### src/zcd_map.svh
// Register offsets, field positions and bus response codes of the zero-cross detector
`ifndef ZCD_MAP_SVH
`define ZCD_MAP_SVH
`define ZCD_ADDR_W 4
`define ZCD_OFF_CTRL 4'h0
`define ZCD_OFF_FLAG 4'h4
`define ZCD_OFF_IEN 4'h8
`define ZCD_OFF_CORE 4'hc
`define ZCD_BIT_ON 7
`define ZCD_BIT_LEVEL 5
`define ZCD_BIT_INV 4
`define ZCD_BIT_RISE 1
`define ZCD_BIT_FALL 0
`define ZCD_BIT_IRQF 0
`define ZCD_BIT_IRQE 0
`define ZCD_BIT_GIE 7
`define ZCD_BIT_PIE 6
`define ZCD_RESP_OKAY 2'h0
`define ZCD_RESP_SLVERR 2'h2
`endif

### src/zcd_pkg.sv
// Types shared by the zero-cross detector logic
package zcd_pkg;
  // Software settings of the detector control register
  typedef struct packed {
    logic detector_on;
    logic output_invert;
    logic rise_irq_enable;
    logic fall_irq_enable;
  } ctrl_t;
  // Global and peripheral interrupt gates
  typedef struct packed {
    logic global_irq_enable;
    logic peripheral_irq_enable;
  } core_en_t;
endpackage

### src/zero_cross_detect_logic.sv
// Digital side of the zero-cross detector with an AXI4-Lite register slave
//
// Functional notes
// Level flag high while sink active.
// Invert setting flips the level flag.
// Edge detectors watch the inverted level.
// Rising edge sets flag if enabled.
// Falling edge sets flag if enabled.
// Both detectors share one interrupt flag.
// Request needs flag, local, peripheral, global enables.
// Invert change is an edge, detector on or off.
// Flag stays set until software clears it.
// Edge in clear cycle keeps flag set.
// Config strap picks detector on at reset.
// Detection and interrupt keep running in sleep.
// Sink signal synchronised before polarity logic.
`timescale 1ns/1ps
`include "zcd_map.svh"
module zero_cross_detect_logic
  import zcd_pkg::*;
(
  input wire logic core_clk,
  input wire logic rst,
  input wire logic sink_active,
  input wire logic detector_off_strap,
  input wire logic sleep_mode,
  output logic detector_enable,
  output logic crossing_irq,
  output logic core_wake,
  input wire logic [`ZCD_ADDR_W-1:0] s_axi_awaddr,
  input wire logic [2:0] s_axi_awprot,
  input wire logic s_axi_awvalid,
  output logic s_axi_awready,
  input wire logic [31:0] s_axi_wdata,
  input wire logic [3:0] s_axi_wstrb,
  input wire logic s_axi_wvalid,
  output logic s_axi_wready,
  output logic [1:0] s_axi_bresp,
  output logic s_axi_bvalid,
  input wire logic s_axi_bready,
  input wire logic [`ZCD_ADDR_W-1:0] s_axi_araddr,
  input wire logic [2:0] s_axi_arprot,
  input wire logic s_axi_arvalid,
  output logic s_axi_arready,
  output logic [31:0] s_axi_rdata,
  output logic [1:0] s_axi_rresp,
  output logic s_axi_rvalid,
  input wire logic s_axi_rready
);

  // True for an offset that holds a register
  function automatic logic mapped(input logic [`ZCD_ADDR_W-1:0] a);
    mapped = (a == `ZCD_OFF_CTRL) || (a == `ZCD_OFF_FLAG) ||
             (a == `ZCD_OFF_IEN) || (a == `ZCD_OFF_CORE);
  endfunction

  // Synchroniser and edge state
  logic sync1_q, sync2_q, sync3_q, sync1_d, sync2_d, sync3_d;
  logic sink_q, sink_d;
  logic adj_q, adj_d;
  // Software state
  ctrl_t ctrl_q, ctrl_d;
  core_en_t core_q, core_d;
  logic irq_flag_q, irq_flag_d;
  logic irq_en_q, irq_en_d;
  logic init_done_q, init_done_d;
  // Bus state
  logic aw_held_q, aw_held_d, w_held_q, w_held_d;
  logic [`ZCD_ADDR_W-1:0] waddr_q, waddr_d;
  logic [7:0] wbyte_q, wbyte_d;
  logic wstrb0_q, wstrb0_d;
  logic bvalid_q, bvalid_d;
  logic [1:0] bresp_q, bresp_d;
  logic rvalid_q, rvalid_d;
  logic [1:0] rresp_q, rresp_d;
  logic [31:0] rdata_q, rdata_d;
  // Combinational helpers
  logic sink_live, adj_now, rise_hit, fall_hit, edge_set;
  logic do_write, do_read, flag_clear;
  logic [7:0] ctrl_view;

  // Three-stage sampling of the analog sink signal, accepted once stages agree
  always_comb begin
    sync1_d = sink_active;
    sync2_d = sync1_q;
    sync3_d = sync2_q;
    // Level accepted only when stages two and three agree
    sink_d = (sync2_q == sync3_q) ? sync3_q : sink_q;
  end

  // Polarity and edge detection; runs the same in sleep
  always_comb begin
    // Detector off holds the sink side low
    sink_live = sink_q & ctrl_q.detector_on;
    adj_now = sink_live ^ ctrl_q.output_invert;
    adj_d = adj_now;
    rise_hit = adj_now & ~adj_q & ctrl_q.rise_irq_enable;
    fall_hit = ~adj_now & adj_q & ctrl_q.fall_irq_enable;
    edge_set = rise_hit | fall_hit;
  end

  // Status view of the control register
  always_comb begin
    ctrl_view = 8'h00;
    ctrl_view[`ZCD_BIT_ON] = ctrl_q.detector_on;
    ctrl_view[`ZCD_BIT_LEVEL] = adj_q;
    ctrl_view[`ZCD_BIT_INV] = ctrl_q.output_invert;
    ctrl_view[`ZCD_BIT_RISE] = ctrl_q.rise_irq_enable;
    ctrl_view[`ZCD_BIT_FALL] = ctrl_q.fall_irq_enable;
  end

  // Write channel: address and data taken in either order
  always_comb begin
    aw_held_d = aw_held_q;
    w_held_d = w_held_q;
    waddr_d = waddr_q;
    wbyte_d = wbyte_q;
    wstrb0_d = wstrb0_q;
    bvalid_d = bvalid_q;
    bresp_d = bresp_q;
    do_write = aw_held_q && w_held_q && !bvalid_q;
    if (s_axi_awvalid && s_axi_awready) begin
      aw_held_d = 1'b1;
      waddr_d = s_axi_awaddr;
    end
    if (s_axi_wvalid && s_axi_wready) begin
      w_held_d = 1'b1;
      wbyte_d = s_axi_wdata[7:0];
      wstrb0_d = s_axi_wstrb[0];
    end
    // Response once both halves are held
    if (do_write) begin
      aw_held_d = 1'b0;
      w_held_d = 1'b0;
      bvalid_d = 1'b1;
      bresp_d = mapped(waddr_q) ? `ZCD_RESP_OKAY : `ZCD_RESP_SLVERR;
    end else if (bvalid_q && s_axi_bready) begin
      bvalid_d = 1'b0;
    end
  end

  // Register updates from software and hardware
  always_comb begin
    ctrl_d = ctrl_q;
    core_d = core_q;
    irq_en_d = irq_en_q;
    init_done_d = 1'b1;
    flag_clear = 1'b0;
    // Strap loads the detector enable once after reset
    if (!init_done_q) begin
      ctrl_d.detector_on = ~detector_off_strap;
    end
    // Software writes reach lane 0 only
    if (do_write && wstrb0_q) begin
      case (waddr_q)
        `ZCD_OFF_CTRL: begin
          ctrl_d.detector_on = wbyte_q[`ZCD_BIT_ON];
          ctrl_d.output_invert = wbyte_q[`ZCD_BIT_INV];
          ctrl_d.rise_irq_enable = wbyte_q[`ZCD_BIT_RISE];
          ctrl_d.fall_irq_enable = wbyte_q[`ZCD_BIT_FALL];
        end
        `ZCD_OFF_FLAG: begin
          flag_clear = wbyte_q[`ZCD_BIT_IRQF];
        end
        `ZCD_OFF_IEN: begin
          irq_en_d = wbyte_q[`ZCD_BIT_IRQE];
        end
        `ZCD_OFF_CORE: begin
          core_d.global_irq_enable = wbyte_q[`ZCD_BIT_GIE];
          core_d.peripheral_irq_enable = wbyte_q[`ZCD_BIT_PIE];
        end
        default: begin
          flag_clear = 1'b0;
        end
      endcase
    end
    // Sticky flag, cleared by writing one; a new edge wins over the clear
    irq_flag_d = edge_set | (irq_flag_q & ~flag_clear);
  end

  // Read channel: one read in flight, answered the cycle after it is taken
  always_comb begin
    rvalid_d = rvalid_q;
    rresp_d = rresp_q;
    rdata_d = rdata_q;
    do_read = s_axi_arvalid && s_axi_arready;
    if (do_read) begin
      rvalid_d = 1'b1;
      rresp_d = `ZCD_RESP_OKAY;
      // Register select at the edge the address is taken
      case (s_axi_araddr)
        `ZCD_OFF_CTRL: rdata_d = {24'h000000, ctrl_view};
        `ZCD_OFF_FLAG: rdata_d = {31'h0, irq_flag_q};
        `ZCD_OFF_IEN: rdata_d = {31'h0, irq_en_q};
        `ZCD_OFF_CORE: rdata_d = {24'h000000, core_q.global_irq_enable,
                                  core_q.peripheral_irq_enable, 6'h00};
        default: begin
          rdata_d = 32'h00000000;
          rresp_d = `ZCD_RESP_SLVERR;
        end
      endcase
    end else if (rvalid_q && s_axi_rready) begin
      rvalid_d = 1'b0;
    end
  end

  // Synchroniser registers
  always_ff @(posedge core_clk) begin
    if (rst) begin
      sync1_q <= 1'b0;
      sync2_q <= 1'b0;
      sync3_q <= 1'b0;
      sink_q <= 1'b0;
    end else begin
      sync1_q <= sync1_d;
      sync2_q <= sync2_d;
      sync3_q <= sync3_d;
      sink_q <= sink_d;
    end
  end

  // Previous adjusted level for the edge detectors
  always_ff @(posedge core_clk) begin
    if (rst) begin
      adj_q <= 1'b0;
    end else begin
      adj_q <= adj_d;
    end
  end

  // Software registers and the sticky flag
  always_ff @(posedge core_clk) begin
    if (rst) begin
      ctrl_q <= '0;
      core_q <= '0;
      irq_flag_q <= 1'b0;
      irq_en_q <= 1'b0;
      init_done_q <= 1'b0;
    end else begin
      ctrl_q <= ctrl_d;
      core_q <= core_d;
      irq_flag_q <= irq_flag_d;
      irq_en_q <= irq_en_d;
      init_done_q <= init_done_d;
    end
  end

  // Write channel registers
  always_ff @(posedge core_clk) begin
    if (rst) begin
      aw_held_q <= 1'b0;
      w_held_q <= 1'b0;
      waddr_q <= '0;
      wbyte_q <= 8'h00;
      wstrb0_q <= 1'b0;
      bvalid_q <= 1'b0;
      bresp_q <= 2'h0;
    end else begin
      aw_held_q <= aw_held_d;
      w_held_q <= w_held_d;
      waddr_q <= waddr_d;
      wbyte_q <= wbyte_d;
      wstrb0_q <= wstrb0_d;
      bvalid_q <= bvalid_d;
      bresp_q <= bresp_d;
    end
  end

  // Read channel registers
  always_ff @(posedge core_clk) begin
    if (rst) begin
      rvalid_q <= 1'b0;
      rresp_q <= 2'h0;
      rdata_q <= 32'h00000000;
    end else begin
      rvalid_q <= rvalid_d;
      rresp_q <= rresp_d;
      rdata_q <= rdata_d;
    end
  end

  // Write channel handshakes and answers
  assign s_axi_awready = !aw_held_q && !bvalid_q;
  assign s_axi_wready = !w_held_q && !bvalid_q;
  assign s_axi_bvalid = bvalid_q;
  assign s_axi_bresp = bresp_q;

  // Read channel handshakes and answers
  assign s_axi_arready = !rvalid_q;
  assign s_axi_rvalid = rvalid_q;
  assign s_axi_rresp = rresp_q;
  assign s_axi_rdata = rdata_q;

  // Interrupt gating; wake ignores peripheral and global gates so sleep can end
  assign crossing_irq = irq_flag_q & irq_en_q & core_q.peripheral_irq_enable &
                        core_q.global_irq_enable;
  assign core_wake = irq_flag_q & irq_en_q & sleep_mode;

  // Detector enable to the analog front end
  assign detector_enable = ctrl_q.detector_on;

endmodule

### config.mk
export PLATFORM = sky130hd
export DESIGN_NAME = zero_cross_detect_logic
export DESIGN_NICKNAME = d
export VERILOG_FILES = /design/src/zcd_pkg.sv /design/src/zero_cross_detect_logic.sv
export VERILOG_INCLUDE_DIRS = /design/src
export SDC_FILE = /design/constraint.sdc
export NUM_CORES = 1
export LEC_CHECK = 0
export BUFFER_PORTS_ARGS = -buffer_cell sky130_fd_sc_hd__buf_2
export CORE_UTILIZATION = 45
export CTS_CLUSTER_DIAMETER = 60
export DETAILED_ROUTE_END_ITERATION = 7
export MAX_ROUTING_LAYER = met4
export PLACE_DENSITY = 0.84
export SYNTH_ARGS = -nofsm -noshare
export SYNTH_HDL_FRONTEND = slang
export SYNTH_SLANG_ARGS = --single-unit
### constraint.sdc
create_clock -name core_clk -period 2.2 [get_ports core_clk]
set_input_delay 0.33 -clock core_clk [delete_from_list [all_inputs] [get_ports core_clk]]
set_output_delay 0.33 -clock core_clk [all_outputs]
set_load 0.05 [all_outputs]
==> key figures, run 1 <==
Setup path
  – Reg2reg start: waddr_q[2]$_SDFFE_PP0P_
  – Worst Path Max Fanout: 4
  – CP max stage delay: 420 ps
  – Critical R2R Capture: core_q[0]$_SDFFE_PP0P_
  – Startpoint types: register
  – Worst reg-to-reg setup slack: 770 ps
  – CP Capture Type: output pin
  – CP top delay family: flip-flops
  – CP Buf/Inv Count: 1
  – Critical path cell sequence: and4_1 -> buf_2
  – Data required, critical path: 1870 ps
  – Slowest cell on crit path: dfxtp_1
  – Critical path arrival: 1210 ps
  – WS Path Type: reg -> out
  – R2r worst-path depth: 4

Yosys
  – Number of synthesized register bits: 36
  – Avg Cell Area, Syn: 9.49 sq um
  – Mapped Area: 1630 sq um
  – Top_reg_cell synth: dfxtp_1
  – Synth warnings: 0
  – Number of synthesized flops with an enable pin: 0
  – Synthesized instance count: 172
  – Sequential area share after synthesis: 0.442
  – Ys async rst share: 0
  – Post-synthesis cell type count: 32

Place
  – Pre-CTS setup slack: 801 ps
  – Placed cells: 251
  – Gpl congestion: 0.782
  – Port Buffer Count: 39
  – Dpl hpwl: 2.06 mm
  – Dpl cell area: 1750 sq um

Drt
  – Post-route ant nets: 0
  – DRC: 0
  – Uppermost routed layer: met4
  – Metal1 wirelength: 1.27 mm
  – DR vias/cell: 4.71
  – Drt pass-1 iters: 4
  – Routed Wire Length: 2.81 mm
  – Avg WL per Cell: 10.8 um
  – DR vias: 1219
  – Routed wl met3: 179 um
  – DRT iter0 DRCs: 30
  – Metal2 WL: 1.33 mm

Layout
  – FF/Latch Area: 721 sq um
  – Fin cells: 259
  – Layout cells sized above 1: 0.244
  – Diodes inserted: 0
  – Fill cells: 343
  – Area grow syn2layout: 11.2%
  – Area occupied by multi-input gates: 764 sq um
  – Final nets: 272
  – Design area: 1810 sq um

Clocking
  – Post-CTS repair timing setup buffer count: 0
  – CTS buffer count: 5
  – Deepest clock path buffer count: 2
  – Worst-path clk slew: 110 ps
  – CTS sink count: 36
  – CTS root buf: clkbuf_4
  – Cts repair resizes: 0
  – Worst-Skew Late Latency: 330 ps
  – Post-CTS Hold Fix Bufs: 0
  – TritonCTS clock tree: built
  – CTS HTree Levels: 2

Power and ir drop
  – IR Drop Worst-Case VDD: 0.478 mV
  – PwrDens: 732 nW/um^2
  – Leakage: 0.878 nW

Global route
  – Largest net degree at the start of global routing: 37
  – Total GRT Usage: 0.151
  – Initial antenna violation count: 0
  – First-pass GRT wire length: 4.50 mm
  – Vias in the first global route: 1066
  – GR Overflow Total: 0

Run
  – Max cap viols: 0

Min path
  – Hold WC Path Type: in -> reg
  – Hold Path End: s_axi_rvalid$_SDFFE_PP0P_
  – Hold path cells: 2
  – Hold_sp: s_axi_rready

Timing
  – # setup viols final: 0
  – Slew @ Worst Pin: 611 ps
  – Tcrit/Tclk final: 0.699
  – Fmax: 650 MHz
  – Setup_tns: 0 ps
  – Unrepaired setup endpoints after global routing: no
  – Rel. slew slack: 0.593
  – Final worst slack: 662 ps
  – Min Tclk post-route: 1540 ps
  – Max-slew violation count: 0
  – Final hold viol count: 0
  – Clock Skews: 7.82 ps

Floorplan
  – Core box area: 3420 sq um
  – Initial Utilization: 0.478
  – Die Ht: 62.2 um
  – Die width: 62.2 um
  – Die area: 3870 sq um
  – IO Count: 104
  – Std-Cell Rows: 21

Outcome
  – Status: finished, final reports clean
cells in the mapped netlist (2+ instances only):
library cell	count	area, sq um
nand2_1	6	22.5
dfxtp_1	36	721
a22oi_1	4	30.0
a21oi_1	5	25.0
nand4_1	3	18.8
nand3_1	3	15.0
inv_1	4	15.0
mux2i_1	18	180
nor2_1	27	101
o21ai_0	4	20.0
nor3_1	4	20.0
nor2b_1	4	25.0
clkbuf_1	4	15.0
buf_4	29	218
a211oi_1	2	15.0
and3_1	3	18.8
layout by cell type, fill, tap and decap left out, types with 3 or more instances in the layout:
cell type  netlist  final
nor2_1          27     27
and3_1           3      3
a22oi_1          4      4
nand4_1          3      3
a21oi_1          5      5
nand2_1          6      6
dfxtp_1         36     36
buf_2            0     39
nor3_1           4      4
nor2b_1          4      4
nand3_1          3      3
conb_1           1     28
inv_1            4      4
clkbuf_4         0      5
mux2i_1         18     18
o21ai_0          4      4
area by class of cell:
class	count	share of cell area
timing repair buffer	39	0.108
multi-input combinational	126	0.421
sequential	36	0.397
tap	46	0.0317
inverter	4	0.00828
clock inverter	2	0.00552
clock buffer	6	0.0283
worst register-to-register path: stages (launching register included):
cell and delay [ps]:
dfxtp_1 380, nor4bb_1 390, and3_1 280, mux2i_1 200, nor2_1 50
worst max path at each step:
stage,cells after the start,start,slack (ps),to
after floorplan,5,s_axi_bvalid$_SDFFE_PP0P_,190,wbyte_q[0]$_SDFFE_PP0P_
after global placement,5,s_axi_araddr[1],840,s_axi_rdata[5]$_SDFFE_PP0P_
after CTS,2,irq_flag_q$_SDFF_PP0_,660,crossing_irq
final,2,irq_flag_q$_SDFF_PP0_,660,crossing_irq
after global routing,2,irq_flag_q$_SDFF_PP0_,640,crossing_irq
after detailed placement,4,waddr_q[2]$_SDFFE_PP0P_,800,core_q[1]$_SDFFE_PP0P_
cells by family (layout without fill, tap and decap cells):
group / Yosys count / in the layout / share of synthesized area
AO/OA/AOI/OAI: 15 / 15 / 0.0552
XOR/XNOR: 1 / 1 / 0.00537
buffers and inverters: 37 / 51 / 0.152
flip-flops: 36 / 36 / 0.442
multiplexers: 18 / 18 / 0.110
other: 1 / 28 / 0.00230
AND/OR/NAND/NOR: 64 / 64 / 0.233
through the flow:
stage | util | hold slack [ps] | power (mW)
2_1_floorplan | - | 414 | 0.973
3_3_place_gp | 0.513 | 416 | 0.979
3_5_place_dp | 0.513 | 427 | 0.984
4_1_cts | 0.531 | 159 | 1.34
5_1_grt | 0.531 | 159 | 1.39
6_report | 0.531 | 165 | 1.33
flip-flops by register name (all words and copies together) (netlist names), 2 cells and up:
signal       cells
s_axi_rdata      6
wbyte_q          5
waddr_q          4
ctrl_q           3
core_q           2
report_power, final:
| part | leakage (nW) | internal (mW) | switching [mW] |
|---|---|---|---|
| clock | 0.0380 | 0.152 | 0.206 |
| combinational | 0.546 | 0.0603 | 0.206 |
| sequential | 0.294 | 0.678 | 0.0246 |
| total | 0.878 | 0.890 | 0.437 |
metal layers:
layer  global-route usage  vias to the layer above
met5                    -                        -
met4               0.0727                        0
met3               0.0478                        3
met2                0.246                       51
met1                0.167                      553
li1                     -                      612
Note: power is estimated with default switching activity, not from simulation.
==> run 2, diff against run 1 <==
--- a/config.mk
+++ b/config.mk
@@ -7,11 +7,11 @@
 export NUM_CORES = 1
 export LEC_CHECK = 0
 export BUFFER_PORTS_ARGS = -buffer_cell sky130_fd_sc_hd__buf_2
-export CORE_UTILIZATION = 45
+export CORE_UTILIZATION = 38
 export CTS_CLUSTER_DIAMETER = 60
 export DETAILED_ROUTE_END_ITERATION = 7
 export MAX_ROUTING_LAYER = met4
-export PLACE_DENSITY = 0.84
+export PLACE_DENSITY = 0.76
 export SYNTH_ARGS = -nofsm -noshare
 export SYNTH_HDL_FRONTEND = slang
 export SYNTH_SLANG_ARGS = --single-unit
==> constraint.sdc (replaced) <==
create_clock -name core_clk -period 1.35 [get_ports core_clk]
set_input_delay 0.2025 -clock core_clk [delete_from_list [all_inputs] [get_ports core_clk]]
set_output_delay 0.2025 -clock core_clk [all_outputs]
set_load 0.05 [all_outputs]
==> run 2 against run 1 <==
Net effect:
- die area up 18%
- critical path depth up 1
- critical path type unchanged
- clock skew down 5.1 ps
- first-iteration DRC count up 3.3%
- setup slack worse by 620 ps
- non-clock buffer count up 8
- clock power up 110%
- via count up 2.0%
- combinational power up 83%
- sequential power up 64%
==> key figures, run 2 (same netlist as run 1, synthesis figures left out) <==
Global route
  – Initial antenna violation count: 0
  – First-pass GRT wire length: 4.44 mm
  – Total GRT Usage: 0.135
  – GR Overflow Total: 0
  – Largest net degree at the start of global routing: 36
  – Vias in the first global route: 1046

Timing
  – Min Tclk post-route: 1310 ps
  – Tcrit/Tclk final: 0.972
  – # setup viols final: 0
  – Hold WS: 99.0 ps
  – Final worst slack: 38.0 ps
  – Final hold viol count: 0
  – Max-slew violation count: 0
  – Unrepaired setup endpoints after global routing: yes
  – Fmax: 762 MHz
  – Clock Skews: 2.75 ps

Clocking
  – CTS HTree Levels: 2
  – TritonCTS clock tree: built
  – Post-CTS Hold Fix Bufs: 0
  – CTS root buf: clkbuf_8
  – CTS buffer count: 5
  – Worst-Skew Late Latency: 280 ps
  – Deepest clock path buffer count: 2
  – CTS sink count: 36
  – Post-CTS repair timing setup buffer count: 0
  – Worst-path clk slew: 60 ps

Layout
  – Area occupied by multi-input gates: 818 sq um
  – FF/Latch Area: 732 sq um
  – Diodes inserted: 0
  – Most frequent cells in the layout: 38 x buf_2, 31 x dfxtp_1, 28 x conb_1, 26 x nor2_1, 18 x mux2i_1
  – Final nets: 280
  – Core Util, Final: 0.491
  – Most common cell after layout, fill and taps aside: buf_2
  – Max reg flops: 6
  – Area grow syn2layout: 22.1%
  – Layout cells sized above 1: 0.308
  – Fill cells: 382
  – Fin cells: 271
  – Design area: 1990 sq um

Power and ir drop
  – Switch share: 0.309
  – Reg power frac: 0.480
  – P_sw: 0.741 mW
  – PwrDens: 1200 nW/um^2
  – IR Drop Worst-Case VDD: 0.612 mV
  – Power share of the combinational group: 0.203
  – Clock power frac: 0.317
  – Leakage: 0.951 nW
  – Pint: 1.66 mW

Drt
  – DR vias/cell: 4.59
  – Drt pass-1 iters: 4
  – DR vias: 1243
  – Routed Wire Length: 2.96 mm
  – Avg WL per Cell: 10.9 um
  – Post-route ant nets: 0
  – DRT iter0 DRCs: 31
  – DRC: 0

Floorplan
  – Initial Utilization: 0.402
  – Core box area: 4060 sq um
  – IO Count: 104
  – Die area: 4560 sq um
  – Die width: 67.5 um
  – Die Ht: 67.5 um
  – Std-Cell Rows: 23

Place
  – Dpl cell area: 1850 sq um
  – Placed cells: 263
  – Pre-CTS setup slack: 9.64 ps
  – Gpl congestion: 0.769
  – Dpl hpwl: 2.18 mm
  – Port Buffer Count: 39

Run
  – Max cap viols: 0

Setup path
  – Worst Path Max Fanout: 5
  – Startpoint types: register
  – Slowest cell on crit path: dfxtp_1
  – Data required, critical path: 1150 ps
  – CP Depth: 3
  – R2r worst-path depth: 4
  – CP top delay family: buffers and inverters
  – CP max stage delay: 350 ps
  – CP Capture Type: output pin
  – Critical path arrival: 1110 ps
  – CP Buf/Inv Count: 2
  – WS Path Type: reg -> out
  – Critical path cell sequence: buf_4 -> nor2_4 -> buf_2

Outcome
  – Status: finished, final reports clean

Min path
  – Hold path cells: 2
  – Hold WC Path Type: in -> reg
==> run 2: layout make-up <==
cell class,count,area share
repair buffers,47,0.136
inverters,4,0.00942
clock buffers,8,0.0452
well taps,50,0.0314
flip-flops and latches,36,0.367
multi-input cells,126,0.411
==> run 2: worst register-to-register path, cell delays in order (launching register included) <==
cell     delay, ps
dfxtp_1        460
and3b_1        250
and3_4         210
mux2i_1        180
nor2_1          50
==> run 2: repair_timing <==
item,in CTS,in global routing
pin swaps,0,2
endpoints found under the setup margin,1,11
gates resized for setup,1,10
==> run 2: path summary, 6_finish.rpt <==
kind | startpoint | endpoint | slack, ps
hold reg to reg | sync1_q$_SDFF_PP0_ | sync2_q$_SDFF_PP0_ | 440
hold / removal | s_axi_rready | s_axi_rvalid$_SDFFE_PP0P_ | 100
setup / recovery | w_held_q$_SDFFE_PP0P_ | s_axi_wready | 40
setup reg to reg | aw_held_q$_SDFFE_PP0P_ | core_q[1]$_SDFFE_PP0P_ | 90
==> run 2: metal layers <==
layer / track usage / vias up / wire length (um)
met4: 0.0638 / 0 / 51
met2: 0.200 / 54 / 1340
met1: 0.164 / 556 / 1350
met3: 0.0439 / 7 / 222
li1: - / 626 / -
met5: - / - / 0
==> run 2: through the flow <==
stage          setup TNS, ps  total power [mW]
3_5_place_dp               0              1.64
4_1_cts                    0              2.41
6_report                   0              2.40
5_1_grt                -53.3              2.51
3_3_place_gp               0              1.63
2_1_floorplan           -200              1.59
==> run 2: power by group through the flow <==
stage	logic [mW]	clock network [mW]	registers [mW]
2_1_floorplan	0.397	0	1.20
3_3_place_gp	0.469	0	1.17
3_5_place_dp	0.473	0	1.17
4_1_cts	0.475	0.787	1.14
5_1_grt	0.523	0.831	1.16
6_report	0.488	0.761	1.15
